`src/sfesi_cfg.svh`:
```
// Constants for the serial flash erase, sleep and identification block
//-----------------------------------------------------------------------------
// Overview of operation
// - Whole-array erase sets every location to ones
// - Erase accepted only with write latch set
// - Select must rise right after eighth bit
// - Self-timed erase keeps busy high until done
// - Erase completion clears the write latch
// - Any protected range blocks whole-array erase
// - Framed sleep opcode enters sleep after delay
// - Asleep, only the wake instruction is recognised
// - Power-up always leaves device awake
// - Wake-only: select high for wake time
// - Wake opcode, three dummies, identification out
// - Identification byte repeats until select rises
// - Wake with identification needs shorter delay
// - Wake instruction ignored while busy
// - Combined read: address zero, maker first
// - Address one gives device code first
// - Maker and device codes alternate continuously
// - Bits sampled on rising clock, MSB first
//-----------------------------------------------------------------------------
`ifndef SFESI_CFG_SVH
`define SFESI_CFG_SVH

// Opcodes
`define SFESI_OP_ERASE 8'hc7
`define SFESI_OP_SLEEP 8'hb9
`define SFESI_OP_WAKE 8'hab
`define SFESI_OP_MFID 8'h90
// Erased byte value
`define SFESI_ERASED 8'hff
// Clock period in picoseconds
`define SFESI_CLK_PS 5000
// Times in nanoseconds
`define SFESI_ERASE_NS 2000000
`define SFESI_SLEEP_NS 3000
`define SFESI_WAKE_NS 3000
`define SFESI_WAKE_ID_NS 1800
// Cycle counts (all times round down, no minimum of one)
`define SFESI_ERASE_CYC ((`SFESI_ERASE_NS * 1000) / `SFESI_CLK_PS)
`define SFESI_SLEEP_CYC ((`SFESI_SLEEP_NS * 1000) / `SFESI_CLK_PS)
`define SFESI_WAKE_CYC ((`SFESI_WAKE_NS * 1000) / `SFESI_CLK_PS)
`define SFESI_WAKE_ID_CYC ((`SFESI_WAKE_ID_NS * 1000) / `SFESI_CLK_PS)
// Bits of opcode, dummy and address phases
`define SFESI_OP_BITS 6'd8
`define SFESI_WAKE_HDR_BITS 6'd32
`define SFESI_MFID_HDR_BITS 6'd32
// Array geometry
`define SFESI_ARRAY_DEPTH 64
`define SFESI_ADDR_W 6
// Identity codes (arbitrary values)
`define SFESI_MAKER_ID 8'h5a
`define SFESI_DEVICE_ID 8'h3c

`endif

```
`src/sfesi_pkg.sv`:
```
// Types for the serial flash erase, sleep and identification block
package sfesi_pkg;
  // Serial pins from the host
  typedef struct packed {
    logic sel_n;
    logic sclk;
    logic serial_in;
  } sfesi_spi_s;
  // Shared status bits
  typedef struct packed {
    logic busy;
    logic write_latch_flag;
    logic [2:0] protect_range_bits;
  } sfesi_status_s;
  // Instruction state
  typedef enum logic [2:0] {
    SFESI_IDLE = 3'b000,
    SFESI_OPCODE = 3'b001,
    SFESI_HEADER = 3'b010,
    SFESI_SHIFT = 3'b011,
    SFESI_IGNORE = 3'b100
  } sfesi_state_e;
endpackage
```
`src/sfesi_core.sv`:
```
// Erase, sleep, wake and identification instruction handling
`timescale 1ns/1ps
`default_nettype none
`include "sfesi_cfg.svh"

module sfesi_core
  import sfesi_pkg::*;
#(
  parameter int ERASE_CYC = `SFESI_ERASE_CYC
) (
  // Clock and reset
  input wire logic sys_clk,
  input wire logic rst,
  // Serial pins
  input wire sfesi_spi_s spi,
  output logic serial_out,
  output logic serial_out_en_n,
  // Status from and to rest of device
  input wire logic ext_busy,
  input wire logic write_latch_flag,
  input wire logic [2:0] protect_range_bits,
  output logic busy,
  output logic latch_clear,
  output logic asleep,
  // Array read port
  input wire logic [`SFESI_ADDR_W-1:0] rd_addr,
  output logic [7:0] rd_data
);

  //---------------------------------------------------------------------------
  // Declarations
  //---------------------------------------------------------------------------
  localparam int SLEEP_CYC = `SFESI_SLEEP_CYC; // Sleep entry delay
  localparam int WAKE_CYC = `SFESI_WAKE_CYC; // Wake delay
  localparam int WAKE_ID_CYC = `SFESI_WAKE_ID_CYC; // Wake-with-id delay

  logic sclk_q; // Previous clock level
  logic sel_q; // Previous select level
  logic rise; // Clock rising edge
  logic fall; // Clock falling edge
  logic sel_fall; // Frame start
  logic sel_rise; // Frame end
  sfesi_state_e state; // Instruction state
  logic [5:0] bit_cnt; // Bits taken in frame
  logic [7:0] opcode; // Opcode shift register
  logic [23:0] addr; // Address shift register
  logic [7:0] out_byte; // Byte being shifted out
  logic [2:0] out_bit; // Bit index within byte
  logic alt_sel; // Which code follows
  logic erasing; // Erase in progress
  logic [31:0] erase_cnt; // Erase timer
  logic [31:0] pm_cnt; // Sleep or wake timer
  logic pm_pend; // Sleep or wake pending
  logic pm_to_sleep; // Pending goes to sleep
  logic [7:0] array_mem [`SFESI_ARRAY_DEPTH]; // Memory array
  logic [7:0] next_opcode; // Opcode with new bit

  // Codes for the combined read, by order bit
  function automatic logic [7:0] code_of(input logic dev);
    code_of = dev ? `SFESI_DEVICE_ID : `SFESI_MAKER_ID;
  endfunction

  assign rise = spi.sclk & ~sclk_q;
  assign fall = ~spi.sclk & sclk_q;
  assign sel_fall = ~spi.sel_n & sel_q;
  assign sel_rise = spi.sel_n & ~sel_q;
  assign next_opcode = {opcode[6:0], spi.serial_in};
  assign busy = erasing | ext_busy;
  assign rd_data = array_mem[rd_addr];

  //---------------------------------------------------------------------------
  // Edge history
  //---------------------------------------------------------------------------
  // Pin levels of last cycle
  always_ff @(posedge sys_clk) begin
    if (rst) begin
      sclk_q <= 1'b0;
      sel_q <= 1'b1;
    end else begin
      sclk_q <= spi.sclk;
      sel_q <= spi.sel_n;
    end
  end

  //---------------------------------------------------------------------------
  // Instruction decode
  //---------------------------------------------------------------------------
  // Opcode, header and shift phases
  always_ff @(posedge sys_clk) begin
    if (rst) begin
      state <= SFESI_IDLE;
      bit_cnt <= 6'h00;
      opcode <= 8'h00;
      addr <= 24'h000000;
    end else if (spi.sel_n) begin
      state <= SFESI_IDLE;
    end else if (sel_fall) begin
      state <= SFESI_OPCODE;
      bit_cnt <= 6'h00;
    end else if (rise) begin
      bit_cnt <= bit_cnt + 6'h01;
      case (state)
        SFESI_OPCODE: begin
          opcode <= next_opcode;
          if (bit_cnt == `SFESI_OP_BITS) begin
            // Ninth bit spoils erase or sleep frame
            state <= SFESI_IGNORE;
          end else if (bit_cnt == `SFESI_OP_BITS - 6'h01) begin
            if (asleep && next_opcode != `SFESI_OP_WAKE) begin
              state <= SFESI_IGNORE;
            end else if (next_opcode == `SFESI_OP_WAKE && busy) begin
              state <= SFESI_IGNORE;
            end else if (next_opcode == `SFESI_OP_WAKE || next_opcode == `SFESI_OP_MFID) begin
              state <= SFESI_HEADER;
            end else if (next_opcode == `SFESI_OP_ERASE || next_opcode == `SFESI_OP_SLEEP) begin
              state <= SFESI_OPCODE;
            end else begin
              state <= SFESI_IGNORE;
            end
          end
        end
        SFESI_HEADER: begin
          addr <= {addr[22:0], spi.serial_in};
          if (bit_cnt == `SFESI_WAKE_HDR_BITS - 6'h01) begin
            state <= SFESI_SHIFT;
          end
        end
        SFESI_SHIFT: begin
          state <= SFESI_SHIFT;
        end
        SFESI_IGNORE: begin
          state <= SFESI_IGNORE;
        end
        default: begin
          state <= SFESI_IDLE;
        end
      endcase
    end
  end

  //---------------------------------------------------------------------------
  // Identification output
  //---------------------------------------------------------------------------
  // Load at header end, shift on falling edges
  always_ff @(posedge sys_clk) begin
    if (rst) begin
      out_byte <= 8'h00;
      out_bit <= 3'h7;
      alt_sel <= 1'b0;
      serial_out <= 1'b0;
      serial_out_en_n <= 1'b1;
    end else if (spi.sel_n) begin
      serial_out_en_n <= 1'b1;
      out_bit <= 3'h7;
    end else if (state == SFESI_HEADER && rise && bit_cnt == `SFESI_MFID_HDR_BITS - 6'h01) begin
      if (opcode == `SFESI_OP_WAKE) begin
        out_byte <= `SFESI_DEVICE_ID;
      end else begin
        // Address bit zero picks first code
        out_byte <= code_of(spi.serial_in);
        alt_sel <= ~spi.serial_in;
      end
      out_bit <= 3'h7;
    end else if (state == SFESI_SHIFT && fall) begin
      // Drive only in output phase, MSB first
      serial_out_en_n <= 1'b0;
      serial_out <= out_byte[out_bit];
      out_bit <= out_bit - 3'h1;
      if (out_bit == 3'h0) begin
        if (opcode == `SFESI_OP_MFID) begin
          out_byte <= code_of(alt_sel);
          alt_sel <= ~alt_sel;
        end else begin
          out_byte <= `SFESI_DEVICE_ID;
        end
      end
    end
  end

  //---------------------------------------------------------------------------
  // Whole-array erase
  //---------------------------------------------------------------------------
  // Self-timed erase cycle
  always_ff @(posedge sys_clk) begin
    if (rst) begin
      erasing <= 1'b0;
      erase_cnt <= 32'h00000000;
      latch_clear <= 1'b0;
    end else begin
      latch_clear <= 1'b0;
      if (erasing) begin
        if (erase_cnt >= 32'(ERASE_CYC - 1)) begin
          erasing <= 1'b0;
          latch_clear <= 1'b1;
        end else begin
          erase_cnt <= erase_cnt + 32'h1;
        end
      // Select rises right after eighth bit
      end else if (sel_rise && state == SFESI_OPCODE && bit_cnt == `SFESI_OP_BITS && opcode == `SFESI_OP_ERASE
                   && !asleep && !busy
                   && write_latch_flag && protect_range_bits == 3'h0) begin
        erasing <= 1'b1;
        erase_cnt <= 32'h00000000;
      end
    end
  end

  // Array storage, set to all ones in first erase cycle
  generate
    for (genvar i = 0; i < `SFESI_ARRAY_DEPTH; i++) begin : g_cell
      always_ff @(posedge sys_clk) begin
        if (rst) begin
          array_mem[i] <= 8'h00;
        end else if (erasing && erase_cnt == 32'h0) begin
          array_mem[i] <= `SFESI_ERASED;
        end
      end
    end
  endgenerate

  //---------------------------------------------------------------------------
  // Sleep and wake
  //---------------------------------------------------------------------------
  // Sleep state and its delays
  always_ff @(posedge sys_clk) begin
    if (rst) begin
      asleep <= 1'b0;
      pm_pend <= 1'b0;
      pm_to_sleep <= 1'b0;
      pm_cnt <= 32'h00000000;
    end else if (pm_pend) begin
      if (!spi.sel_n && !pm_to_sleep) begin
        pm_pend <= 1'b0;
      end else if (pm_cnt == 32'h0) begin
        pm_pend <= 1'b0;
        asleep <= pm_to_sleep;
      end else begin
        pm_cnt <= pm_cnt - 32'h1;
      end
    end else if (sel_rise && state == SFESI_OPCODE && bit_cnt == `SFESI_OP_BITS
                 && opcode == `SFESI_OP_SLEEP && !asleep) begin
      pm_pend <= 1'b1;
      pm_to_sleep <= 1'b1;
      pm_cnt <= 32'(SLEEP_CYC - 1);
    end else if (sel_rise && asleep && opcode == `SFESI_OP_WAKE && state != SFESI_IGNORE
                 && (state == SFESI_SHIFT || bit_cnt == `SFESI_OP_BITS)) begin
      pm_pend <= 1'b1;
      pm_to_sleep <= 1'b0;
      pm_cnt <= (state == SFESI_SHIFT) ? 32'(WAKE_ID_CYC - 1) : 32'(WAKE_CYC - 1);
    end
  end
endmodule
`default_nettype wire

```
`config.mk`:
```
export PLATFORM = sky130hd
export DESIGN_NAME = sfesi_core
export DESIGN_NICKNAME = d
export VERILOG_FILES = /design/src/sfesi_pkg.sv /design/src/sfesi_core.sv
export VERILOG_INCLUDE_DIRS = /design/src
export SDC_FILE = /design/constraint.sdc
export NUM_CORES = 1
export LEC_CHECK = 0
export BUFFER_PORTS_ARGS = -buffer_cell sky130_fd_sc_hd__buf_2
export CAP_MARGIN = 20
export CORE_AREA = 2 2 118 120
export CTS_BUF_LIST = sky130_fd_sc_hd__clkbuf_2 sky130_fd_sc_hd__clkbuf_4 sky130_fd_sc_hd__clkbuf_8
export DETAILED_ROUTE_END_ITERATION = 12
export DIE_AREA = 0 0 120 122
export PLACE_DENSITY = 0.53
export RECOVER_POWER = 25
export SYNTH_ARGS = -nofsm -noshare
export SYNTH_HDL_FRONTEND = slang
export SYNTH_SLANG_ARGS = --single-unit
```
`constraint.sdc`:
```
create_clock -name sys_clk -period 3.65 [get_ports sys_clk]
set_clock_uncertainty 0.05 [all_clocks]
set_input_delay 0.365 -clock sys_clk [delete_from_list [all_inputs] [get_ports sys_clk]]
set_output_delay 0.365 -clock sys_clk [all_outputs]
set_load 0.02 [all_outputs]
```
==> Word level (Yosys, flattened, before mapping) <==
Memory sizes are Yosys's and may differ from the RTL's.
Cells that the tools add are included.
{ "totals": {"register_bits": 102, "ramBits": 512, "input_bits": 16, "elab_cells": 299, "n_memories": 1} }
{ "classes": {"addsub": 4, "order_cmp": 2, "eq_ne": 25, "muxes": 115, "bitwise": 80, "n_reduce_logical": 54} }
{ "memory_table": {"columns": ["name", "depth", "width", "rd", "rd_clocked_by_memory_dff", "write_ports", "line", "text"], "rows": [
  ["array_mem", 64, 8, 1, 0, 64, "sfesi_core.sv:55", "logic [7:0] array_mem [`SFESI_ARRAY_DEPTH];"]
]} }
{ "op_table": {"columns": ["operator", "n"], "rows": [
  ["8-bit two-way mux", 67],
  ["32-bit two-way mux", 8],
  ["1-bit bitwise OR", 65],
  ["8-bit == test, second input constant", 8],
  ["32-bit logical NOT", 2],
  ["32-bit by 1-bit adder with 32-bit output, second input constant", 1],
  ["32-bit by 19-bit greater-or-equal comparator with 1-bit output, second input constant", 1],
  ["32-bit by 1-bit subtractor with 32-bit output, second input constant", 1],
  ["7-bit two-way mux", 4],
  ["1-bit two-way mux", 24],
  ["3-bit two-way mux", 7],
  ["1-bit logical AND", 20],
  ["3-bit AND reduction", 6],
  ["6-bit two-way mux", 2],
  ["3-bit case mux with 4 select lines", 1],
  ["2-bit nonzero test", 6],
  ["1-bit NOT", 11],
  ["10-bit two-way mux", 1],
  ["2-bit != test, second input constant", 5],
  ["8-bit != test, second input constant", 1],
  ["2-bit AND reduction", 4],
  ["6-bit by 1-bit adder with 6-bit output, second input constant", 1],
  ["3-bit by 2-bit == test with 1-bit output, second input constant", 2],
  ["6-bit by 3-bit == test with 1-bit output, second input constant", 1],
  ["19 further kinds", 31]
]} }

==> Depth between registers and ports, before layout <==
{ "logic_depth": {"ltp_word": 11, "ltp_mapped": 10, "mapped_depth_nobuf": 8} }

==> Least setup slack after synthesis <==
OpenSTA, ideal clock, no wires.
{ "synth_timing": {"path_kind": "reg-to-reg", "startpoint": "register bit_cnt[0]", "endpoint": "register pm_cnt[15]", "arrival_ns": 2.337, "slack_ns": 1.193, "path_stages_with_launch": 10, "path_cell_list": "dfxtp_1 inv_1 ha_1 nand4b_1 o31a_1 a2111oi_4 o31ai_2 buf_6 or4_1 a21oi_1"} }
{ "synth_via": {"elab_chain_cells": 6, "elab_cells_between_ends": 10, "classes_between": "eq/ne (1); mux (2); reduce/logical (7)"} }
{ "synth_lines": {"columns": ["element", "line", "text"], "rows": [
  ["start: declaration", "sfesi_core.sv:44", "logic [5:0] bit_cnt;"],
  ["start signal: assignment", "sfesi_core.sv:101", "bit_cnt <= bit_cnt + 6'h01;"],
  ["6-bit by 4-bit == test with 1-bit output (no line) *", null, null],
  ["1-bit logical AND (no line) (2 in a row)", null, null],
  ["1-bit logical AND", "sfesi_core.sv:240", "end else if (sel_rise && state == SFESI_OPCODE && bit_cnt == `SFESI_OP_BITS"],
  ["3-bit nonzero test (no line) / 32-bit two-way mux (equally long branches)", null, null],
  ["3-bit AND reduction (no line) / 32-bit two-way mux (equally long branches)", null, null],
  ["end signal: assignment", "sfesi_core.sv:238", "pm_cnt <= pm_cnt - 32'h1;"],
  ["end signal: assignment", "sfesi_core.sv:244", "pm_cnt <= 32'(SLEEP_CYC - 1);"],
  ["end signal: assignment", "sfesi_core.sv:249", "pm_cnt <= (state == SFESI_SHIFT) ? 32'(WAKE_ID_CYC - 1) : 32'(WAKE_CYC - 1);"],
  ["end: declaration", "sfesi_core.sv:52", "logic [31:0] pm_cnt;"]
]} }
Mark *: on every way between the ends. The rest lies on a longest branch, timed or not.
A chain may end at the register's enable or synchronous reset.

==> Worst setup path in the final report <==
{ "layout_timing": {"startpoint": "register pm_cnt[2]", "endpoint": "register pm_cnt[8]"} }
{ "layout_via": {"elab_chain_cells": 4, "elab_cells_between_ends": 7, "classes_between": "add/sub (1); eq/ne (1); mux (3); reduce/logical (2)"} }
{ "layout_lines": {"columns": ["element", "line", "text"], "rows": [
  ["32-bit by 1-bit subtractor with 32-bit output", "sfesi_core.sv:238", null],
  ["32-bit two-way mux", "sfesi_core.sv:234", "end else if (pm_cnt == 32'h0) begin"],
  ["32-bit two-way mux", "sfesi_core.sv:232", "if (!spi.sel_n && !pm_to_sleep) begin"],
  ["32-bit two-way mux", "sfesi_core.sv:231", "end else if (pm_pend) begin"]
]} }
Parallel ways exist; a longest one is shown, timed or not. The select of a mux whose other input is x is not followed.

==> results by group <==
Pwr
  • Power Total: 1.92 mW
  • Fraction of power spent switching nets: 0.240
  • Clk network pwr share: 0.399
  • Peak supply drop: 0.000201 V
  • Sw power: 0.461 mW
  • Leakage: 2.07 nW
  • Internal: about 1.5 mW
  • Power Density: roughly 350 nW/um^2
  • Logic pwr share: 0.036
  • Seq pwr share: 0.565

Timing
  • Final Max Tran Viols: 36
  • RSZ-0062 raised after global routing: no
  • FMAX: approximately 0.35 GHz
  • Min cycle time layout: 2.83 ns
  • Final Hold Viols: 0
  • Post-route setup slack: 0.816 ns
  • Rel. slew slack: -0.120
  • Final period util: 0.777
  • Actual slew at the worst max-slew pin: around 1.7 ns
  • Setup-failing EPs final: 0
  • Setup TNS: 0 ns

Critical path
  • Crit path required time: 3.89 ns
  • R2R Path End: pm_cnt[8]
  • Slack of the worst reg-to-reg path: approximately 0.82 ns
  • Crit path max-delay family: simple AND/OR/NAND/NOR gates
  • Crit path arrival time: 3.08 ns
  • CP cell instances: or3_1 > nor4_1 > a41oi_2 > nor3_2 > o22ai_1 > a22o_1
  • R2R depth: 6
  • Nature of the critical path startpoint: register
  • CP max-delay cell: nor3_2
  • Max stage delay on crit path: 0.57 ns
  • Critical Path End Type: register
  • CP max FO: 10
  • WS Path Type: register to register
  • Crit path buf inv count: 0
  • FF-to-FF Start: pm_cnt[2]

Route
  • Routed Antenna Nets: 0
  • Residual DRC: 0
  • WL per Instance: 15.5 um
  • 1st-iter DRT viols: 284
  • Vias: 4641
  • Vias/cell: 5.75
  • Number of iterations in the first detailed-routing pass: 4
  • Drt total wl: 12500 um

Synthesis
  • Distinct cell type count of the synthesized netlist: 69
  • #FFs+latches synth: 99
  • Mapped Nets: 638
  • Yosys warning count: 0
  • Number of synthesized flops with an enable pin: 1
  • Mapped Area: 5150 um^2
  • Post-Syn Instances: 614
  • Seq/Total Area, Yosys: 0.387
  • Share of flip-flops with an asynchronous set or reset: 0
  • Avg Inst Size Synth: 8.39 um^2
  • Post-synth top flop: dfxtp_1

Clock network
  • Inserted Clock Buffers: 9
  • Clk root buf: clkbuf_8
  • Post-CTS sizing: 0
  • Htree depth: 3
  • CTS tree: done
  • Clock latency on the worst-skew pair: approximately 0.40 ns
  • Post-CTS Hold Buffers: 0
  • # clock sinks: 99
  • Post-CTS setup buffer count: 0
  • Maximum clock insertion buffer count: 2
  • Clock Pin Slew Worst Setup and Hold Paths: around 0.1 ns

Run status
  • Violated checks: max-capacitance violations, max-slew violations
  • Status: complete, but fails checks

Final layout
  • Final std cells w/o fill: slightly above 800
  • Layout cell share with drive strength beyond 1: 0.0893
  • Area Growth Syn to Fin: 8.11%
  • ANT cells: 0
  • Final #Nets: 646
  • Fin area: 5570 um^2

Die
  • Die height: 122 um
  • Die footprint: 14600 um^2
  • Core footprint: 13500 um^2
  • Die width: 120 um
  • Io pins: 29
  • Starting density of the core: 0.381
  • Cell row count: 43

Run
  • Max-cap violations: 1

Place
  • Dpl hpwl: between 8000 and 9000 um
  • Gpl congestion: 0.833
  • Dpl ws: 0.832 ns
  • Cells after DPL: around 790
  • Port Buffers: 28
  • DP Area: about 5400 um^2

Worst hold path
  • WHS Endpoint: sclk_q
  • Worst hold start: spi[1]
  • Hold WC Path Type: input port to register
  • Min-Delay Path Depth: 2

Global route
  • Tot GR Track Use: 0.178
  • Largest net degree at the start of global routing: 36
  • Global-route wire length before repair: around 21000 um
  • Vias in the first global route: 4403
  • Total grt overflow: 0
  • Initial antenna violation count: 0
## metrics by stage
step | hold slack (ns) | util
6_report | 0.188 | 0.412
5_1_grt | 0.213 | 0.412
4_1_cts | 0.175 | 0.414
3_5_place_dp | 0.396 | 0.398
3_3_place_gp | 0.393 | 0.398
2_1_floorplan | 0.380 | -
## power groups by stage
stage / combinational, mW / sequential, mW / clock, mW
after CTS: 0.0713 / 1.09 / 0.793
after detailed placement: 0.0711 / 1.11 / 0
final: 0.0685 / 1.09 / 0.767
after global placement: 0.0699 / 1.11 / 0
after global routing: 0.0756 / 1.09 / 0.832
after floorplan: 0.0493 / 1.11 / 0
## sequential cells by signal (all words and copies together) (netlist names)
name,count
bit_cnt,6
pm_pend,1
serial_out,1
asleep,1
array_mem,2
erasing,1
erase_cnt,32
out_byte,3
sel_q,1
pm_to_sleep,1
alt_sel,1
state,3
latch_clear,1
opcode,8
serial_out_en_n,1
pm_cnt,32
sclk_q,1
out_bit,3
## worst max-delay path by stage
stage	from	slack, ns	cells after the start	end
2_1_floorplan	bit_cnt[0]	1.19	9	pm_cnt[15]
3_3_place_gp	bit_cnt[0]	0.96	9	pm_cnt[27]
3_5_place_dp	pm_cnt[2]	0.83	6	pm_cnt[8]
4_1_cts	pm_cnt[2]	0.82	6	pm_cnt[8]
5_1_grt	pm_cnt[2]	0.59	6	pm_cnt[5]
6_report	pm_cnt[2]	0.82	6	pm_cnt[8]
## per-layer routing
metal / wire length (um) / vias up / track usage
met3: 459 / 13 / 0.0393
li1: - / 2315 / -
met4: 173 / 0 / 0.0632
met5: 0 / - / 0
met2: 6000 / 70 / 0.305
met1: 5850 / 2243 / 0.219
## cells in the mapped netlist, types with 14 or more instances
cell type  instances  area (um^2)
dfxtp_1           98         1960
nor2_1            54          203
a21oi_1           39          195
nand2_1           36          135
nand3_1           35          175
clkbuf_1          25         93.8
o21ai_0           24          120
or3_1             24          150
or4_1             21          158
inv_1             20         75.1
nor4_1            18          113
o31ai_1           16          120
mux2i_1           15          150
nor3_1            14         70.1
## cells in the final DEF (no fill, tap or decap), types with 6 or more instances in the layout
cell and n:
nand2b_1 8, inv_1 20, and2_1 11, a21oi_1 39
or3_1 24, and3_1 13, nand3_1 35, clkbuf_8 11
nor2b_1 6, nor4_1 18, buf_2 15, clkbuf_1 15
o31ai_1 16, a31oi_1 10, mux2i_1 15, dfxtp_1 98
nand4_1 13, nand3b_1 6, or4_1 21, nor2_1 54
buf_4 6, ha_1 8, nor3_1 14, o21ai_0 24
nand2_1 36
## final cells by class
| type | instances | area (um^2) |
|---|---|---|
| fillers | 1391 | 7940 |
| multi-input cells | 456 | 2890 |
| flip-flops and latches | 99 | 1990 |
| well taps | 180 | 225 |
| repair buffers | 36 | 176 |
| clock buffers | 11 | 151 |
| inverters | 20 | 75.1 |
| clock inverters | 5 | 58.8 |
## cells by family (layout without fill, tap and decap cells)
logic type / after synthesis / after routing / share of synthesized area
DFF: 99 / 99 / 0.387
AOI/OAI and AO/OA: 139 / 139 / 0.184
buffers and inverters: 59 / 72 / 0.0522
and+or+nand+nor: 285 / 285 / 0.312
xor gates and xnor gates: 7 / 7 / 0.0119
adders and majority gates: 8 / 8 / 0.0194
muxes: 17 / 17 / 0.0335
No activity file was read; power rests on OpenSTA's default activity.
